### config.mk
export PLATFORM = sky130hd
export DESIGN_NAME = dwd_top
export DESIGN_NICKNAME = d
export VERILOG_FILES = /design/src/common/dwd_pkg.sv /design/src/common/dwd_wd_if.sv /design/src/core/dwd_prescaler.sv /design/src/core/dwd_wd_counter.sv /design/src/core/dwd_top.sv
export SDC_FILE = /design/constraint.sdc
export NUM_CORES = 1
export LEC_CHECK = 0
export BUFFER_PORTS_ARGS = -buffer_cell sky130_fd_sc_hd__clkbuf_2
export CORE_MARGIN = 2
export CORE_UTILIZATION = 36
export CTS_CLUSTER_SIZE = 16
export DETAILED_ROUTE_END_ITERATION = 16
export SYNTH_ARGS = -nofsm -noshare
export SYNTH_HDL_FRONTEND = slang
export SYNTH_SLANG_ARGS = --single-unit
### constraint.sdc
create_clock -name aclk -period 4.2 [get_ports aclk]
set_input_delay 0.63 -clock aclk [delete_from_list [all_inputs] [get_ports aclk]]
set_output_delay 0.63 -clock aclk [all_outputs]
set_load 0.03 [all_outputs]
### src/common/dwd_pkg.sv
package dwd_pkg;

   // ==========================================================
   // Bus and register geometry
   localparam int ADDR_W = 12;
   localparam int REG_W = 16;
   localparam logic [ADDR_W-1:0] OFS_DIV = 12'h400;
   localparam logic [ADDR_W-1:0] OFS_LOC = 12'h410;
   localparam logic [ADDR_W-1:0] OFS_NET = 12'h420;
   localparam logic [ADDR_W-1:0] OFS_STAT = 12'h430;
   localparam logic [ADDR_W-1:0] OFS_MASK = 12'h434;
   localparam logic [ADDR_W-1:0] OFS_LIVE = 12'h438;

   // ==========================================================
   // Reset values
   localparam logic [REG_W-1:0] RST_DIV = 16'h09C2;
   localparam logic [REG_W-1:0] RST_LOC = 16'h03E8;
   localparam logic [REG_W-1:0] RST_NET = 16'h03E8;
   localparam logic [1:0] RST_MASK = 2'h0;

   // ==========================================================
   // Field positions and timing
   localparam int BIT_NET = 0;
   localparam int BIT_LOC = 1;
   localparam int STATE_LSB = 4;
   localparam int BASE_PERIOD_NS = 40;
   localparam int CLK_PERIOD_NS = 100;
   localparam logic [REG_W:0] TICK_EXTRA = 17'h00002;
   localparam logic [1:0] RESP_OKAY = 2'h0;
   localparam logic [1:0] RESP_SLVERR = 2'h2;

   // ==========================================================
   // Slave states
   typedef enum logic [2:0] {ST_INIT, ST_PREOP, ST_SAFEOP, ST_OP, ST_BOOT} dwd_state_e;

   // Moves the state machine accepts from the master
   function automatic logic dwd_legal(input dwd_state_e from, input dwd_state_e to);
      logic ok;
      ok = 1'b0;
      case (from)
         ST_INIT: ok = (to == ST_PREOP) || (to == ST_BOOT);
         ST_PREOP: ok = (to == ST_SAFEOP) || (to == ST_INIT);
         ST_SAFEOP: ok = (to == ST_OP) || (to == ST_PREOP) || (to == ST_INIT);
         ST_OP: ok = (to == ST_SAFEOP) || (to == ST_PREOP) || (to == ST_INIT);
         ST_BOOT: ok = (to == ST_INIT);
         default: ok = 1'b0;
      endcase
      return ok;
   endfunction : dwd_legal

endpackage : dwd_pkg

### src/common/dwd_wd_if.sv
`timescale 1ns/1ps
`default_nettype none
// ==========================================================
// One watchdog: shared tick, restart pulse, timeout and state
interface dwd_wd_if;
   logic tick;
   logic kick;
   logic [15:0] limit;
   logic expired;
   modport cnt (input tick, input kick, input limit, output expired);
   modport ctl (output tick, output kick, output limit, input expired);
endinterface : dwd_wd_if
`default_nettype wire

### src/core/dwd_prescaler.sv
`timescale 1ns/1ps
`default_nettype none
module dwd_prescaler
   import dwd_pkg::*;
#(
   parameter int W = 16
)
(
   input wire logic aclk,
   input wire logic aresetn,
   input wire logic [W-1:0] div,
   output logic tick
);

   logic [W:0] cnt_r;
   logic tick_r;

   // ==========================================================
   // Wrap after divider plus two clock cycles, one-cycle pulse
   always_ff @(posedge aclk)
   begin
      if (!aresetn)
      begin
         cnt_r <= '0;
         tick_r <= 1'b0;
      end
      else if (cnt_r >= {1'b0, div} + TICK_EXTRA - 17'h00001) // [RULE15] [RULE8]
      begin
         cnt_r <= '0;
         tick_r <= 1'b1;
      end
      else
      begin
         cnt_r <= cnt_r + 17'h00001;
         tick_r <= 1'b0;
      end
   end

   assign tick = tick_r;
endmodule : dwd_prescaler
`default_nettype wire

### src/core/dwd_wd_counter.sv
`timescale 1ns/1ps
`default_nettype none
module dwd_wd_counter
   import dwd_pkg::*;
(
   input wire logic aclk,
   input wire logic aresetn,
   dwd_wd_if.cnt wd
);

   logic [15:0] cnt_r;
   logic exp_r;

   // ==========================================================
   // Tick counting; a restart always beats a tick in the same cycle
   always_ff @(posedge aclk)
   begin
      if (!aresetn)
      begin
         cnt_r <= '0;
         exp_r <= 1'b0;
      end
      else if (wd.kick || wd.limit == 16'h0000) // [RULE2] [RULE5] [RULE11]
      begin
         cnt_r <= '0;
         exp_r <= 1'b0;
      end
      else if (wd.tick && !exp_r)
      begin
         cnt_r <= cnt_r + 16'h0001;
         if (cnt_r >= wd.limit - 16'h0001)
            exp_r <= 1'b1; // [RULE3] [RULE6]
      end
   end

   assign wd.expired = exp_r;
endmodule : dwd_wd_counter
`default_nettype wire

### src/core/dwd_top.sv
`timescale 1ns/1ps
`default_nettype none
// Functional notes
// (RULE1) Two watchdogs, both default to 100 ms; code defaults give 250 ms at the 100 ns clock
// (RULE2) Network exchange restarts network watchdog count
// (RULE3) Network timeout forces all outputs off
// (RULE4) Network expiry leaves slave state untouched
// (RULE5) Network expiry holds until next exchange
// (RULE6) Local watchdog fires without local access
// (RULE7) Shared prescaler, separate timeout per watchdog
// (RULE8) Tick lasts divider plus two base cycles; code counts 100 ns clock cycles instead
// (RULE9) Divider 2498 and count 1000 give 100ms; code counts 100 ns clocks, giving 250 ms
// (RULE10) Timeout 0..65535, divider 1..65535 accepted
// (RULE11) Network timeout zero disables that watchdog
// (RULE12) Settings written only during start-up states
// (RULE13) Five slave states, moved by master commands
// (RULE14) Safe-operational keeps outputs safe, inputs live
// (RULE15) Prescaler wraps, emits one-cycle tick pulse
module dwd_top
   import dwd_pkg::*;
#(
   parameter int N_OUT = 8
)
(
   input wire logic aclk,
   input wire logic aresetn,
   input wire logic [dwd_pkg::ADDR_W-1:0] s_axi_awaddr,
   input wire logic s_axi_awvalid,
   output logic s_axi_awready,
   input wire logic [31:0] s_axi_wdata,
   input wire logic [3:0] s_axi_wstrb,
   input wire logic s_axi_wvalid,
   output logic s_axi_wready,
   output logic [1:0] s_axi_bresp,
   output logic s_axi_bvalid,
   input wire logic s_axi_bready,
   input wire logic [dwd_pkg::ADDR_W-1:0] s_axi_araddr,
   input wire logic s_axi_arvalid,
   output logic s_axi_arready,
   output logic [31:0] s_axi_rdata,
   output logic [1:0] s_axi_rresp,
   output logic s_axi_rvalid,
   input wire logic s_axi_rready,
   input wire logic net_exchange_done,
   input wire logic local_access,
   input wire logic state_req_valid,
   input wire dwd_pkg::dwd_state_e state_req,
   input wire logic [N_OUT-1:0] out_request,
   output logic [N_OUT-1:0] out_drive,
   output dwd_pkg::dwd_state_e slave_state,
   output logic irq
);

   import dwd_pkg::*;

   logic [REG_W-1:0] div_r;
   logic [REG_W-1:0] loc_r;
   logic [REG_W-1:0] net_r;
   logic [1:0] stat_r;
   logic [1:0] mask_r;
   logic [1:0] exp_d_r;
   logic [N_OUT-1:0] out_r;
   dwd_state_e state_r;
   logic bvalid_r;
   logic [1:0] bresp_r;
   logic rvalid_r;
   logic [31:0] rdata_r;
   logic [1:0] rresp_r;
   logic tick;
   logic wr_go;
   logic rd_go;
   logic startup;
   logic [1:0] expired;
   logic [1:0] rise;
   logic [31:0] rd_nxt;
   logic rd_ok;

   dwd_wd_if net_wd ();
   dwd_wd_if loc_wd ();

   // ==========================================================
   // Watchdog tick generator and the two watchdogs
   // One prescaler serves both so their time bases never drift apart
   dwd_prescaler #(.W(REG_W)) u_presc (
      .aclk(aclk),
      .aresetn(aresetn),
      .div(div_r),
      .tick(tick)
   );

   // Shared tick, separate limits
   assign net_wd.tick = tick; // [RULE7]
   assign loc_wd.tick = tick; // [RULE7]
   assign net_wd.kick = net_exchange_done; // [RULE2]
   assign loc_wd.kick = local_access; // [RULE6]
   assign net_wd.limit = net_r;
   assign loc_wd.limit = loc_r;
   assign expired = {loc_wd.expired, net_wd.expired};

   dwd_wd_counter u_net (
      .aclk(aclk),
      .aresetn(aresetn),
      .wd(net_wd)
   );

   dwd_wd_counter u_loc (
      .aclk(aclk),
      .aresetn(aresetn),
      .wd(loc_wd)
   );

   // ==========================================================
   // Slave state machine, moved only by legal master commands
   // Watchdog expiry has no path into this process on purpose
   always_ff @(posedge aclk)
   begin
      if (!aresetn)
         state_r <= ST_INIT;
      else if (state_req_valid && dwd_legal(state_r, state_req)) // [RULE13] [RULE4]
         state_r <= state_req;
   end

   assign slave_state = state_r;
   assign startup = (state_r == ST_INIT) || (state_r == ST_PREOP);

   // ==========================================================
   // Output gating: only operational with a live network watchdog drives
   always_ff @(posedge aclk)
   begin
      if (!aresetn)
         out_r <= '0;
      else if (state_r != ST_OP || net_wd.expired) // [RULE3] [RULE14]
         out_r <= '0;
      else
         out_r <= out_request;
   end

   assign out_drive = out_r;

   // ==========================================================
   // AXI4-Lite write channel: address and data taken together
   assign wr_go = s_axi_awvalid && s_axi_wvalid && !bvalid_r;
   assign s_axi_awready = wr_go;
   assign s_axi_wready = wr_go;
   assign s_axi_bvalid = bvalid_r;
   assign s_axi_bresp = bresp_r;

   always_ff @(posedge aclk)
   begin
      if (!aresetn)
      begin
         bvalid_r <= 1'b0;
         bresp_r <= RESP_OKAY;
      end
      else if (wr_go)
      begin
         bvalid_r <= 1'b1;
         bresp_r <= (s_axi_awaddr == OFS_DIV || s_axi_awaddr == OFS_LOC ||
            s_axi_awaddr == OFS_NET || s_axi_awaddr == OFS_STAT ||
            s_axi_awaddr == OFS_MASK || s_axi_awaddr == OFS_LIVE) ? RESP_OKAY : RESP_SLVERR;
      end
      else if (s_axi_bready)
         bvalid_r <= 1'b0;
   end

   // Settings: locked outside start-up, so a late write cannot shift timing
   always_ff @(posedge aclk)
   begin
      if (!aresetn)
      begin
         div_r <= RST_DIV; // [RULE9]
         loc_r <= RST_LOC; // [RULE1]
         net_r <= RST_NET; // [RULE1] [RULE9]
      end
      else if (wr_go && startup) // [RULE12]
      begin
         if (s_axi_awaddr == OFS_DIV && s_axi_wstrb[1:0] == 2'h3 &&
            s_axi_wdata[15:0] != 16'h0000) // [RULE10]
            div_r <= s_axi_wdata[15:0];
         if (s_axi_awaddr == OFS_LOC)
         begin
            if (s_axi_wstrb[0]) loc_r[7:0] <= s_axi_wdata[7:0];
            if (s_axi_wstrb[1]) loc_r[15:8] <= s_axi_wdata[15:8];
         end
         if (s_axi_awaddr == OFS_NET) // [RULE10]
         begin
            if (s_axi_wstrb[0]) net_r[7:0] <= s_axi_wdata[7:0];
            if (s_axi_wstrb[1]) net_r[15:8] <= s_axi_wdata[15:8];
         end
      end
   end

   // Interrupt mask is free to change in any state
   always_ff @(posedge aclk)
   begin
      if (!aresetn)
         mask_r <= RST_MASK;
      else if (wr_go && s_axi_awaddr == OFS_MASK && s_axi_wstrb[0])
         mask_r <= s_axi_wdata[1:0];
   end

   // ==========================================================
   // Sticky expiry events; a new event beats the read that clears
   assign rise = expired & ~exp_d_r;

   always_ff @(posedge aclk)
   begin
      if (!aresetn)
      begin
         exp_d_r <= 2'h0;
         stat_r <= 2'h0;
      end
      else
      begin
         exp_d_r <= expired;
         if (rd_go && s_axi_araddr == OFS_STAT)
            stat_r <= rise;
         else
            stat_r <= stat_r | rise;
      end
   end

   assign irq = |(stat_r & mask_r);

   // ==========================================================
   // AXI4-Lite read channel
   assign rd_go = s_axi_arvalid && !rvalid_r;
   assign s_axi_arready = rd_go;
   assign s_axi_rvalid = rvalid_r;
   assign s_axi_rdata = rdata_r;
   assign s_axi_rresp = rresp_r;

   // Read decode; live register shows watchdog and slave state
   always_comb
   begin
      rd_nxt = 32'h0000_0000;
      rd_ok = 1'b1;
      case (s_axi_araddr)
         OFS_DIV: rd_nxt[15:0] = div_r;
         OFS_LOC: rd_nxt[15:0] = loc_r;
         OFS_NET: rd_nxt[15:0] = net_r;
         OFS_STAT: rd_nxt[1:0] = stat_r;
         OFS_MASK: rd_nxt[1:0] = mask_r;
         OFS_LIVE:
         begin
            rd_nxt[1:0] = expired;
            rd_nxt[STATE_LSB+2:STATE_LSB] = state_r;
         end
         default: rd_ok = 1'b0;
      endcase
   end

   always_ff @(posedge aclk)
   begin
      if (!aresetn)
      begin
         rvalid_r <= 1'b0;
         rdata_r <= 32'h0000_0000;
         rresp_r <= RESP_OKAY;
      end
      else if (rd_go)
      begin
         rvalid_r <= 1'b1;
         rdata_r <= rd_nxt;
         rresp_r <= rd_ok ? RESP_OKAY : RESP_SLVERR;
      end
      else if (s_axi_rready)
         rvalid_r <= 1'b0;
   end
endmodule : dwd_top
`default_nettype wire

Word-level counts from Yosys, hierarchy flattened
Cells that the tools add are included.

storage, ports and cells
  register bits after elaboration = 139

cells by class
  $add $sub $neg = 7
  magnitude comparators = 3
  equal/unequal tests = 22
  multiplexer cells = 15
  bitwise logic cells = 5
  reductions and logical operators = 51

operator list
  operator                                             number
  == test 12 x 11 -> 1 bit (second input constant)     12
  adder 16 x 1 -> 16 bit (second input constant)       2
  greater-or-equal comparator 16 bit                   2
  zero test 16 bit                                     2
  subtractor 16 x 1 -> 16 bit (second input constant)  2
  one-hot mux 9 bit (3 select lines)                   1
  adder 16 x 2 -> 17 bit (second input constant)       1
  adder 17 x 1 -> 17 bit (second input constant)       1
  greater-or-equal comparator 17 bit                   1
  subtractor 17 x 1 -> 17 bit (second input constant)  1
  nonzero test 16 bit                                  1
  logical OR 1 bit                                     15
  == test 3 x 2 -> 1 bit (second input constant)       4
  logical AND 1 bit                                    12
  one-hot mux 2 bit (6 select lines)                   1
  one-hot mux 3 bit (4 select lines)                   1
  AND reduction 3 bit                                  4
  OR reduction 2 bit                                   5
  2-to-1 mux 1 bit                                     7
  == test 3 x 1 -> 1 bit (second input constant)       2
  == test 3 bit (second input constant)                2
  zero test 3 bit                                      2
  2-to-1 mux 2 bit                                     3
  one-hot mux 2 bit (3 select lines)                   1
  11 further kinds                                     18

Longest topological paths before layout
  word-level depth = 7
  mapped depth = 13

Hierarchy
Synthesis repeated with hierarchy kept, for this count alone.

unflattened totals
  cells, all modules = 941
  area, all modules = 8137.8 um^2

modules (own cells, without submodules)
  module                  instances  cells an instance  area an instance (um^2)  seq. area each (um^2)
  dwd_top                 1          460                4002.6                   1701.6
  dwd_wd_counter (u_net)  1          161                1408.9                   340.3
  dwd_prescaler           1          163                1366.3                   360.3
  dwd_wd_counter (u_loc)  1          157                1360.1                   340.3

Least setup slack after synthesis
OpenSTA, ideal clock, no wires.

  path type = register to register
  from = register loc_r[2]
  to = register u_loc.exp_r (netlist: u_loc.wd.expired)
  arrival = 2.833 ns
  path slack = 1.252 ns
  stages on the path, launching flop included = 12
  path buffers = 0
  period minus slack after synthesis = 2.948 ns
  cell sequence = dfxtp_1 or3_1 or3b_4 or4_4 nor2_1 xnor2_1 ha_1 a21o_1 a2111oi_0 o21ai_0 nand3b_1 nand2_1

between the ends
  longest elaborated chain between the ends = 3
  elaborated cells between the ends (all ways) = 6
  classes of those cells = add/sub: 1; order compare: 1; reduce/logical: 4

RTL lines
  element                                                                        RTL line                                    text
  from (decl)                                                                    dwd_top.sv:57                               logic [REG_W-1:0] loc_r;
  from (signal assigned)                                                         dwd_top.sv:182                              if (s_axi_wstrb[0]) loc_r[7:0] <= s_axi_wdata[7:0];
  subtractor 16 x 1 -> 16 bit / zero test 16 bit (equally long branches)         dwd_wd_counter.sv:31, dwd_wd_counter.sv:23
  greater-or-equal comparator 16 bit / logical OR 1 bit (equally long branches)  dwd_wd_counter.sv:31, dwd_wd_counter.sv:23
  AND reduction 2 bit (no line) / OR reduction 2 bit (equally long branches)     -
  to (signal assigned)                                                           dwd_wd_counter.sv:21                        exp_r <= 1'b0;
  to (signal assigned)                                                           dwd_wd_counter.sv:26                        exp_r <= 1'b0;
  to (signal assigned)                                                           dwd_wd_counter.sv:32                        exp_r <= 1'b1;
  to (decl)                                                                      dwd_wd_counter.sv:12                        logic exp_r;

Several ways; a longest one is shown, not always the timed one.
A chain may end at the register's enable or synchronous reset.

Final worst setup path
Same ends and word-level chain as after synthesis.

==> flow_metrics.env <==
export IMPL_path_delay_family="simple AND/OR/NAND/NOR gates"
export IMPL_cts_sinks=137
export IMPL_dpl_cell_area_um2=8190
export IMPL_drv_cap=0
export IMPL_rows=52
export IMPL_htreeDepth=4
export IMPL_cts_buffers=17
export IMPL_area_growth_pct=16.8
export IMPL_chipWidth_um=148
export IMPL_initial_core_util_pct=36.9
export IMPL_power_density_nw_per_um2=332
export IMPL_wire_per_inst_um=15.5
export IMPL_hold_slack_ps=385
export IMPL_io_buffers=97
export IMPL_synthArstFlopShare_pct=0
export IMPL_fillCellCount=2069
export IMPL_final_util_pct=43.1
export IMPL_synth_seq_area_share_pct=36.6
export IMPL_dieArea_um2=22000
export IMPL_place_congestion=0.823
export IMPL_end_kind="flop"
export IMPL_drt_pass1_iterations=7
export IMPL_coreArea_um2=20300
export IMPL_post_cts_resized=0
export IMPL_outcome="completed"
export IMPL_critPathLaunchType="flop"
export IMPL_clock_latency_ps=420
export IMPL_fin_skew_ps=9.01
export IMPL_synth_cell_type_count=57
export IMPL_cts_root_buffer="clkbuf_16"
export IMPL_totalWireLength_um=19100
export IMPL_rsz0062_at_grt="false"
export IMPL_holdCritPathClass="in2reg"
export IMPL_cts_hold_buf=0
export IMPL_path_clk_slew_ps=60
export IMPL_syn_area_um2=7490
export IMPL_maxSlewHeadroom_pct=41.0
export IMPL_path_class="reg2reg"
export IMPL_synth_cells=854
export IMPL_nets=1088
export IMPL_vias=6287
export IMPL_die_h_um=148
export IMPL_via_per_inst=5.09
export IMPL_leakagePower_uw=0.00361
export IMPL_yosys_area_top_type="dfxtp_1"
export IMPL_drtAntennaViolNets=0
export IMPL_top_level_ports=134
export IMPL_fin_crit_sh_pct=78.0
export IMPL_cts_buffer_depth=2
export IMPL_grt_max_degree=36
export IMPL_final_layout_size_suffix_gt1_share_pct=15.2
export IMPL_cp_num_buf_inv=0
export IMPL_tightest_slew_ps=883
export IMPL_cp_slowest_stage_delay_ps=470
export IMPL_antenna_found_initial=0
export IMPL_worstPathRequired_ps=4510
export IMPL_fmax_ghz=0.305
export IMPL_vdd_drop_max_v=0.000284
export IMPL_cts_tree="done"
export IMPL_synth_area_leaders="dfxtp_1 (37%), ha_1 (9.2%), mux2i_1 (7.3%)"
export IMPL_ys_warn_count=0
export IMPL_yosysMostFrequentCell="dfxtp_1"
export IMPL_yosys_area_top_type_share_pct=36.6
export IMPL_synth_edff_count=0
export IMPL_arrival_ps=3590
export IMPL_synth_area_per_cell_um2=8.77
export IMPL_antenna_cells=0
export IMPL_cp_slowest_cell="or4_4"
export IMPL_drt_iter0_markers=447
export IMPL_crit_chain="or3_1, or3b_4, or4_4, nor2_1, xnor2_1, ha_1, a21o_1, a2111oi_0, o21ai_0, nand3b_1, nand2_1"
export IMPL_setup_viol=0
export IMPL_grt_use_total_pct=17.6
export IMPL_post_dp_hpwl_um=14500
export IMPL_placed_cells_incl_taps=1203
export IMPL_min_period_ps=3280
export IMPL_stdcell_area_um2=8750
export IMPL_synth_common_cells="dfxtp_1 (137), nor2_1 (112), nand2_1 (89)"
export IMPL_grt_pass1_wl_um=30800
export IMPL_synth_seq_cells=137
export IMPL_final_cells=1235
export IMPL_fin_tns_setup_ps=0
export IMPL_cts_setup_buffers=0
export IMPL_hold_viol=0
export IMPL_drc=0
export IMPL_grt_pass1_vias=5869
export IMPL_slew_viol_final=0
export IMPL_grt_overflow=0
export IMPL_synthFlopType="dfxtp_1"
export IMPL_cp_max_fo=6
[report_power, final]
group / internal, uW / switching [uW]
clock network: 833 / 607
registers: 1310 / 7.56
logic: 46.0 / 106
[cells by family (layout without fill, tap and decap cells)]
logic type | Yosys count | count (layout) | share of synthesized area (%)
fa+ha+maj | 55 | 55 | 9.19
xor+xnor | 84 | 84 | 9.82
flops | 137 | 137 | 36.6
compound gates | 103 | 103 | 9.45
mux | 55 | 55 | 7.35
other cells | 1 | 18 | 0.0501
simple gates | 358 | 358 | 23.4
buf+inv | 61 | 155 | 4.18
[registers in the layout (all words and copies together), names as in the netlist, 2 cells and up]
name and cells:
u_presc.cnt_r 17, div_r 16, loc_r 16, net_r 16
s_axi_rdata 16, u_loc.cnt_r 16, u_net.cnt_r 16, out_drive 8
slave_state 3, exp_d_r 2, mask_r 2, stat_r 2
[cell usage in the layout (no fill, tap or decap), types with 22 or more instances in the layout]
cell / count
a21oi_1: 22
nand2_1: 89
xnor2_1: 33
dfxtp_1: 137
clkbuf_2: 97
mux2i_1: 55
xor2_1: 51
ha_1: 55
nor2_1: 112
nand3_1: 28
o21ai_0: 29
[metal layers]
metal / GRT usage, % / up-vias / share of wire (%)
met5: 0 / - / 0
met4: 4.48 / 0 / 1.1
met3: 3.96 / 16 / 4.8
met2: 28.7 / 154 / 46
met1: 23.8 / 2924 / 48
li1: - / 3193 / -
[cell type report]
type                            count  area (um2)  area share, %
Inverter                           19        71.3          0.815
Sequential cell                   137        2740           31.3
Multi-Input combinational cell    673        4500           51.4
Clock inverter                     13         120           1.37
Clock buffer                       19         443           5.06
Tap cell                          270         338           3.86
Timing Repair Buffer              104         538           6.15
[final timing paths]
| path | slack, ps | cells past startpoint | startpoint | endpoint |
|---|---|---|---|---|
| worst max-delay path | 920 | 11 | loc_r[2] | u_loc.wd.expired |
| worst min-delay path | 380 | 2 | s_axi_rready | s_axi_rvalid |
| worst max register to register | 920 | 11 | loc_r[2] | u_loc.wd.expired |
| worst min register to register | 410 | 1 | exp_d_r[0] | stat_r[0] |
[stage by stage]
stage	power [uW]	setup slack (ps)
6_report	2910	923
3_3_place_gp	1500	993
3_5_place_dp	1500	919
2_1_floorplan	1440	1250
5_1_grt	3010	548
4_1_cts	2940	911
Note: power is estimated with default switching activity, not from simulation.
